--- config.mk ---
export PLATFORM = sky130hd
export DESIGN_NAME = hub_release_and_config_regs
export DESIGN_NICKNAME = d
export VERILOG_FILES = /design/src/design/hub_cfg_pkg.sv /design/src/design/hub_cfg_bus_if.sv /design/src/design/hub_cfg_store.sv /design/src/design/hub_release_and_config_regs.sv
export SDC_FILE = /design/constraint.sdc
export NUM_CORES = 1
export LEC_CHECK = 0
export ABC_AREA = 1
export BUFFER_PORTS_ARGS = -buffer_cell sky130_fd_sc_hd__buf_2
export CAP_MARGIN = 25
export CORE_ASPECT_RATIO = 1.25
export CORE_MARGIN = 5
export CORE_UTILIZATION = 45
export DETAILED_ROUTE_END_ITERATION = 16
export PLACE_DENSITY_LB_ADDON = 0.25
export SLEW_MARGIN = 20
export SYNTH_ARGS = -nofsm -noshare
export SYNTH_HDL_FRONTEND = slang
export SYNTH_SLANG_ARGS = --single-unit
export TNS_END_PERCENT = 20
--- constraint.sdc ---
create_clock -name i_clk -period 1.06 [get_ports i_clk]
set_clock_uncertainty 0.05 [all_clocks]
set_input_delay 0.159 -clock i_clk [delete_from_list [all_inputs] [get_ports i_clk]]
set_output_delay 0.159 -clock i_clk [all_outputs]
set_load 0.1 [all_outputs]
--- src/design/hub_cfg_pkg.sv ---
package hub_cfg_pkg;

  // ----------------------------------------------------------------
  // Register map
  // ----------------------------------------------------------------
  localparam logic [7:0] ADDR_RELEASE_LOW  = 8'h04;
  localparam logic [7:0] ADDR_RELEASE_HIGH = 8'h05;
  localparam logic [7:0] ADDR_CONFIG_ONE   = 8'h06;
  localparam logic [7:0] ADDR_CONFIG_TWO   = 8'h07;

  // ----------------------------------------------------------------
  // Field positions
  // ----------------------------------------------------------------
  localparam int unsigned POWER_SOURCE_BIT = 7;
  localparam int unsigned RESERVED_BIT     = 6;
  localparam int unsigned HS_BLOCK_BIT     = 5;
  localparam int unsigned TRANSLATOR_BIT   = 4;
  localparam int unsigned AUTO_POWER_BIT   = 7;

  // Writable bits of configuration byte 1 handled here (bit 6 reserved)
  localparam logic [7:0] CONFIG_ONE_MASK = 8'hb0;

  // ----------------------------------------------------------------
  // Reset values
  // ----------------------------------------------------------------
  localparam logic [7:0] RELEASE_RESET    = 8'h00;
  localparam logic [7:0] CONFIG_ONE_RESET = 8'h00;
  localparam logic [7:0] CONFIG_TWO_RESET = 8'h00;
  localparam logic [7:0] READ_ZERO        = 8'h00;

endpackage : hub_cfg_pkg

--- src/design/hub_cfg_bus_if.sv ---
`timescale 1ns/10ps
interface hub_cfg_bus_if;
  import hub_cfg_pkg::*;

  logic       wr_en;
  logic [7:0] addr;
  logic [7:0] wdata;
  logic [7:0] rdata;

  modport master (output wr_en, output addr, output wdata, input rdata);
  modport slave  (input wr_en, input addr, input wdata, output rdata);
endinterface : hub_cfg_bus_if

--- src/design/hub_cfg_store.sv ---
`timescale 1ns/10ps
module hub_cfg_store
  import hub_cfg_pkg::*;
(
  input  wire logic   i_clk,
  input  wire logic   i_resetn,
  input  wire logic   i_ce,
  hub_cfg_bus_if.slave bus,
  output logic [7:0]  o_config_one,
  output logic [7:0]  o_config_two
);

  typedef struct packed {
    logic [7:0] rel_low;
    logic [7:0] rel_high;
    logic [7:0] hub_config_byte_one;
    logic [7:0] cfg2;
    logic [7:0] rdata;
  } store_t;

  store_t state;
  store_t next_state;

  // Write decode and registered read mux
  always_comb
  begin
    next_state = state;
    if (bus.wr_en)
    begin
      case (bus.addr)
        ADDR_RELEASE_LOW:  next_state.rel_low  = bus.wdata;
        ADDR_RELEASE_HIGH: next_state.rel_high = bus.wdata;
        ADDR_CONFIG_ONE:   next_state.hub_config_byte_one = bus.wdata & CONFIG_ONE_MASK;
        ADDR_CONFIG_TWO:   next_state.cfg2 = bus.wdata;
        default:           next_state.cfg2 = state.cfg2;
      endcase
    end
    // Read data registered so the answer comes one cycle after the address
    case (bus.addr)
      ADDR_RELEASE_LOW:  next_state.rdata = next_state.rel_low;
      ADDR_RELEASE_HIGH: next_state.rdata = next_state.rel_high;
      ADDR_CONFIG_ONE:   next_state.rdata = next_state.hub_config_byte_one;
      ADDR_CONFIG_TWO:   next_state.rdata = next_state.cfg2;
      default:           next_state.rdata = READ_ZERO;
    endcase
  end

  always_ff @(posedge i_clk or negedge i_resetn)
  begin
    if (!i_resetn)
    begin
      state.rel_low  <= RELEASE_RESET;
      state.rel_high <= RELEASE_RESET;
      state.hub_config_byte_one     <= CONFIG_ONE_RESET;
      state.cfg2     <= CONFIG_TWO_RESET;
      state.rdata    <= READ_ZERO;
    end
    else if (i_ce)
    begin
      state <= next_state;
    end
  end

  assign bus.rdata    = state.rdata;
  assign o_config_one = state.hub_config_byte_one;
  assign o_config_two = state.cfg2;
endmodule : hub_cfg_store

--- src/design/hub_release_and_config_regs.sv ---
`timescale 1ns/10ps
module hub_release_and_config_regs
  import hub_cfg_pkg::*;
(
  input  wire logic        i_clk,
  input  wire logic        i_resetn,
  input  wire logic        i_ce,
  input  wire logic        i_reg_wr_en,
  input  wire logic [7:0]  i_reg_addr,
  input  wire logic [7:0]  i_reg_wdata,
  input  wire logic        i_host_single_translator,
  input  wire logic        i_suspended,
  input  wire logic        i_power_pin_in,
  output logic      [7:0]  o_reg_rdata,
  output logic      [15:0] o_release_number,
  output logic             o_self_powered,
  output logic             o_high_speed_block,
  output logic             o_per_port_translator,
  output logic             o_power_pin_out,
  output logic             o_power_pin_oe
);

  // ----------------------------------------------------------------
  // Register storage
  // ----------------------------------------------------------------
  hub_cfg_bus_if bus ();
  logic [7:0] config_one;
  logic [7:0] config_two;

  // Bus pins reach the store through the interface; the top keeps plain ports
  assign bus.wr_en = i_reg_wr_en;
  assign bus.addr  = i_reg_addr;
  assign bus.wdata = i_reg_wdata;

  hub_cfg_store u_store (
    .i_clk        (i_clk),
    .i_resetn     (i_resetn),
    .i_ce         (i_ce),
    .bus          (bus),
    .o_config_one (config_one),
    .o_config_two (config_two)
  );

  // ----------------------------------------------------------------
  // Derived mode outputs
  // ----------------------------------------------------------------
  typedef struct packed {
    logic [7:0]  rdata;
    logic [15:0] release_number;
    logic        self_powered;
    logic        hs_block;
    logic        per_port;
    logic        pin_out;
    logic        pin_oe;
  } out_t;

  out_t state;
  out_t next_state;
  logic auto_power;

  // Shared write decode for the two release byte lanes
  function automatic logic write_hits(input logic       wr_en,
                                      input logic [7:0] addr,
                                      input logic [7:0] target);
    return wr_en && (addr == target);
  endfunction : write_hits

  // Release bytes are tracked here too so the 16-bit value comes from a flop
  always_comb
  begin
    next_state = state;
    auto_power = config_two[AUTO_POWER_BIT];
    // One more flop on read data so the port is a register output; costs a cycle
    next_state.rdata = bus.rdata;
    // Byte writes land here on the same edge as in the store, so both copies agree
    if (write_hits(i_reg_wr_en, i_reg_addr, ADDR_RELEASE_LOW))
      next_state.release_number[7:0] = i_reg_wdata;
    if (write_hits(i_reg_wr_en, i_reg_addr, ADDR_RELEASE_HIGH))
      next_state.release_number[15:8] = i_reg_wdata;
    // Auto switching ignores the stored power bit
    next_state.self_powered = auto_power ? i_power_pin_in
                                         : config_one[POWER_SOURCE_BIT];
    next_state.hs_block = config_one[HS_BLOCK_BIT];
    next_state.per_port = config_one[TRANSLATOR_BIT]
                          && !i_host_single_translator;
    // Shared pin: input while auto power on, suspend indicator otherwise
    next_state.pin_oe  = !auto_power;
    next_state.pin_out = !auto_power && i_suspended;
  end

  // Enable low freezes every output together with the store
  always_ff @(posedge i_clk or negedge i_resetn)
  begin
    if (!i_resetn)
    begin
      state <= '0;
    end
    else if (i_ce)
    begin
      state <= next_state;
    end
  end

  // Each output is a bit of the registered state, never a gate after it
  assign o_reg_rdata           = state.rdata;
  assign o_release_number      = state.release_number;
  assign o_self_powered        = state.self_powered;
  assign o_high_speed_block    = state.hs_block;
  assign o_per_port_translator = state.per_port;
  assign o_power_pin_out       = state.pin_out;
  assign o_power_pin_oe        = state.pin_oe;
endmodule : hub_release_and_config_regs

## Word level (Yosys, flattened, before mapping)

Index checks and enable logic that the tools add are counted.

| word-level totals | value |
|---|---|
| register bits after elaboration | 69 |
| bits in latches | 0 |
| memory bits (writable) | 0 |
| ROM bits | 0 |
| output and inout port bits | 29 |
| word-level logic and storage cells | 32 |
| memories | 0 |

| cells by class | value |
|---|---|
| add/sub/neg operators | 0 |
| multipliers | 0 |
| div/mod/pow operators | 0 |
| $lt $le $gt $ge | 0 |
| eq/ne operators | 4 |
| shift operators | 0 |
| multiplexer cells | 7 |
| bitwise operators | 0 |
| reductions and logical operators | 8 |

Operator list:

| cell | number |
|---|---|
| $eq 8x3->1 const B | 4 |
| $mux 32 | 1 |
| $mux 8 | 4 |
| $pmux 8 s4 | 1 |
| $logic_and 1x1->1 | 4 |
| $reduce_and 2->1 | 2 |
| $logic_not 1->1 | 2 |
| $mux 1 | 1 |

## Depth between registers and ports, before layout

| depth | value |
|---|---|
| depth in word-level cells | 4 |
| depth in mapped cells | 10 |
| gate-level depth less buffers | 10 |

## By module

From an unflattened synthesis, not the netlist that was laid out.

| second synthesis, totals | value |
|---|---|
| cells, all modules | 439 |
| area, all modules | 3,656.0 um^2 |

By module, submodules not included:

| module | times used | cells each | area each (um^2) |
|---|---|---|---|
| hub_cfg_store | 1 | 325 | 2,442.3 |
| hub_release_and_config_regs | 1 | 114 | 1,213.7 |

## Worst setup path before layout

No wires, ideal clock.

| path | value |
|---|---|
| kind | register to register |
| start point | reg, netlist name o_per_port_translator |
| end point | reg state, in the netlist o_per_port_translator |
| library setup time | 0.067 ns |
| arrival time | 1.147 ns |
| path slack | -0.204 ns |
| cell stages (with the launch flop) | 2 |
| buffers on the path | 0 |
| path through | dfrtp_1 a22o_1 |

RTL lines:

| element | RTL line | source |
|---|---|---|
| end signal, assigned | hub_release_and_config_regs.sv:100 | `state <= next_state;` |
| end, declared | hub_release_and_config_regs.sv:57 | `out_t state;` |

## Final worst setup path

| path | value |
|---|---|
| start point | reg state, in the netlist o_release_number[15] |
| end point | out o_release_number[15] |

RTL lines:

| element | RTL line | source |
|---|---|---|
| end, declared | hub_release_and_config_regs.sv:15 | `output logic [15:0] o_release_number,` |

No word-level cell between the ends.

==> qor.csv <==
metric,value,unit
Die X,85.4,um
Port Buffer Count,51,
XOR/XNOR Fraction of Synth Area,0,
Clock Path Buffers,2,
max cap viols,0,
worst vdd ir,0.869,mV
largest net degree at the start of global routing,70,
Fin. Hold Viols,0,
status,"finished, violations left",
RePlAce Congestion,0.865,
n_diodes,0,
synth warn,0,
Yosys reg bits,69,
Num CTS Buffers,9,
Total Wirelength,7.32,mm
Simple-Gate Fraction of Synth Area,0.345,
Synth Net Count,414,
Area Overhead vs Synth,37.1,%
grt met1 use,0.222,
layout cell share with drive strength beyond 1,0.254,
initial core utilization,0.461,
critical path peak fanout,2,
I/O Pins,52,
post-synthesis mux area share,0.00313,
GRT overflow,0,
DRT Pass-1 Iters,4,
H-tree depth,3,
first-pass GRT wire length,12.7,mm
CTS tree,built,
final period utilization,1.10,
Worst Path Buf+Inv,1,
Final WS setup,-0.101,ns
cell area power density,1330,nW/um2
Final HPWL DP,5.55,mm
clock-pin slew on the worst setup and hold paths,0.07,ns
synthesized area per cell,8.18,um2
critical path capture point type,output pin,
failing checks,negative setup slack,
fraction of the mapped netlist area in compound gates,0.0407,
static leakage,2.40,nW
clock root cell,clkbuf_8,
Final Critical Period,1.16,ns
busiest grt layer,met2,
vias per std cell,4.86,
slew at the pin closest to its max-slew limit,0.370,ns
"Max stage delay cell, worst path",dfrtp_2,
Setup TNS Final,-2.45,ns
CP required,0.85,ns
area share of fa/ha/maj cells after synthesis,0,
Post-Syn Instances,391,
largest family of logic cells by synthesized area,simple AND/OR/NAND/NOR gates,
WL/cell,13.0,um
Final setup violation count,29,
Die H,104,um
type of origin of the critical path,register,
met2 usage,0.299,
Final nets,490,
CTS sink cnt,69,
worst hold slack,0.0152,ns
crit-path max cell delay,0.43,ns
sequential-to-total area share from yosys stat,0.540,
Slew Limit Fails,0,
Core ar.,6930,um2
CP top delay family,flip-flops,
drc violations,0,
"worst slack, placed",-0.424,ns
post-synth cell types,25,
initial antenna violation count,0,
Post-Synthesis Cell Area,3200,um2
number of global-route vias before repair,2733,
GR Layer Usage met3,0.0483,
die area,8900,um2
min-delay worst type,in -> reg,
Setup CP Type,reg -> out,
row cnt,34,
"Clk Latency, worst-skew pair",0.34,ns
highest clock rate,861,MHz
RSZ-0062 raised after global routing,true,
post-route ant nets,0,
Starting DRT DRC Count,184,
CP Cell Sequence,buf_12,
critical path arrival,0.95,ns
Fillers,568,
relative slew slack,0.753,
via count,2733,
Total GRT Usage,0.179,
[flip-flops by register name, summed over array words and instances, names as in the netlist]
| register | count |
|---|---|
| u_store.state | 16 |
| o_reg_rdata | 8 |
| o_high_speed_block | 1 |
| o_per_port_translator | 1 |
| u_store.o_config_one | 8 |
| o_release_number | 16 |
| u_store.bus.rdata | 8 |
| o_power_pin_out | 1 |
| u_store.o_config_two | 8 |
| o_power_pin_oe | 1 |
| o_self_powered | 1 |
[metrics by stage]
stage	cells	power (W)	util	cell area (um2)
floorplan	391	0.00336	-	3230
global placement	543	0.00376	0.598	4150
detailed placement	543	0.00378	0.598	4150
CTS	562	0.00586	0.631	4370
global route	562	0.00606	0.632	4380
finish	562	0.00581	0.632	4380
[cell usage in the layout (no fill, tap or decap), types with 2 or more instances in the layout]
master,n
buf_12,30
clkbuf_8,10
nor2_1,19
nand3_1,44
dlygate4sd3_1,2
nand2_2,2
inv_2,3
inv_1,35
nand2_1,156
buf_4,22
clkinv_2,2
dfrtp_2,7
dfrtp_1,62
buf_2,21
nor2_4,7
nand4_1,8
nor2_8,2
o21ai_0,20
nor2_2,2
clkbuf_1,2
inv_8,2
[path summary, 6_finish.rpt]
check	cells after the start	slack, ns	start	end
max	1	-0.10	o_release_number[15]	o_release_number[15]
max reg2reg	6	0.03	u_store.o_config_one[4]	u_store.bus.rdata[4]
min in group asynchronous	3	0.30	i_resetn	u_store.o_config_two[3]
min reg2reg	2	0.42	u_store.bus.rdata[0]	o_reg_rdata[0]
min	3	0.02	i_reg_wdata[7]	u_store.o_config_one[7]
max in group asynchronous	3	0.34	i_resetn	o_release_number[15]
[repair_timing]
| item | CTS | global route |
|---|---|---|
| hold buffers | 2 | 0 |
| pin swaps | 2 | 0 |
| endpoints found under the setup margin | 45 | 58 |
| hold endpoints to repair | 70 | 0 |
| buffers inserted | 1 | 0 |
| resized for setup | 2 | 4 |
[final cells by class]
cell class | instances | area, um2 | area share
Timing Repair Buffer | 77 | 910 | 0.208
Sequential cell | 69 | 1740 | 0.396
Tap cell | 90 | 113 | 0.0257
Multi-Input combinational cell | 269 | 1260 | 0.288
Inverter | 41 | 171 | 0.0391
Clock buffer | 12 | 145 | 0.0331
Clock inverter | 4 | 47.5 | 0.0109
[cell usage after synthesis (all sizes together)]
cell,instances,area share
a22o,1,0.0027
clkbuf,5,0.0059
dfrtp,69,0.54
nand4,8,0.016
a211oi,1,0.0023
nand3,46,0.077
buf,7,0.016
o21ai,22,0.036
nor3,1,0.0031
nor2,30,0.058
mux2i,1,0.0031
nand2,159,0.19
inv,41,0.050
[report_power, final]
part           internal, W  switching, W  total [W]
clock network      0.00114      0.000936    0.00208
registers          0.00275     0.0000694    0.00282
logic             0.000315      0.000597   0.000912
[logic make-up after synthesis]
| family | after synthesis |
|---|---|
| AND/OR/NAND/NOR | 244 |
| flip-flops | 69 |
| AO/OA/AOI/OAI | 24 |
| buffers and inverters | 53 |
| multiplexers | 1 |
[metal layers]
metal / part of all wire / wire, um / vias to the layer above
met3: 0.048 / 348 / 12
met4: 0.016 / 116 / 0
met1: 0.42 / 3080 / 1284
met2: 0.52 / 3780 / 57
met5: 0 / 0 / -
li1: - / - / 1380
No activity file was read; power rests on OpenSTA's default activity.
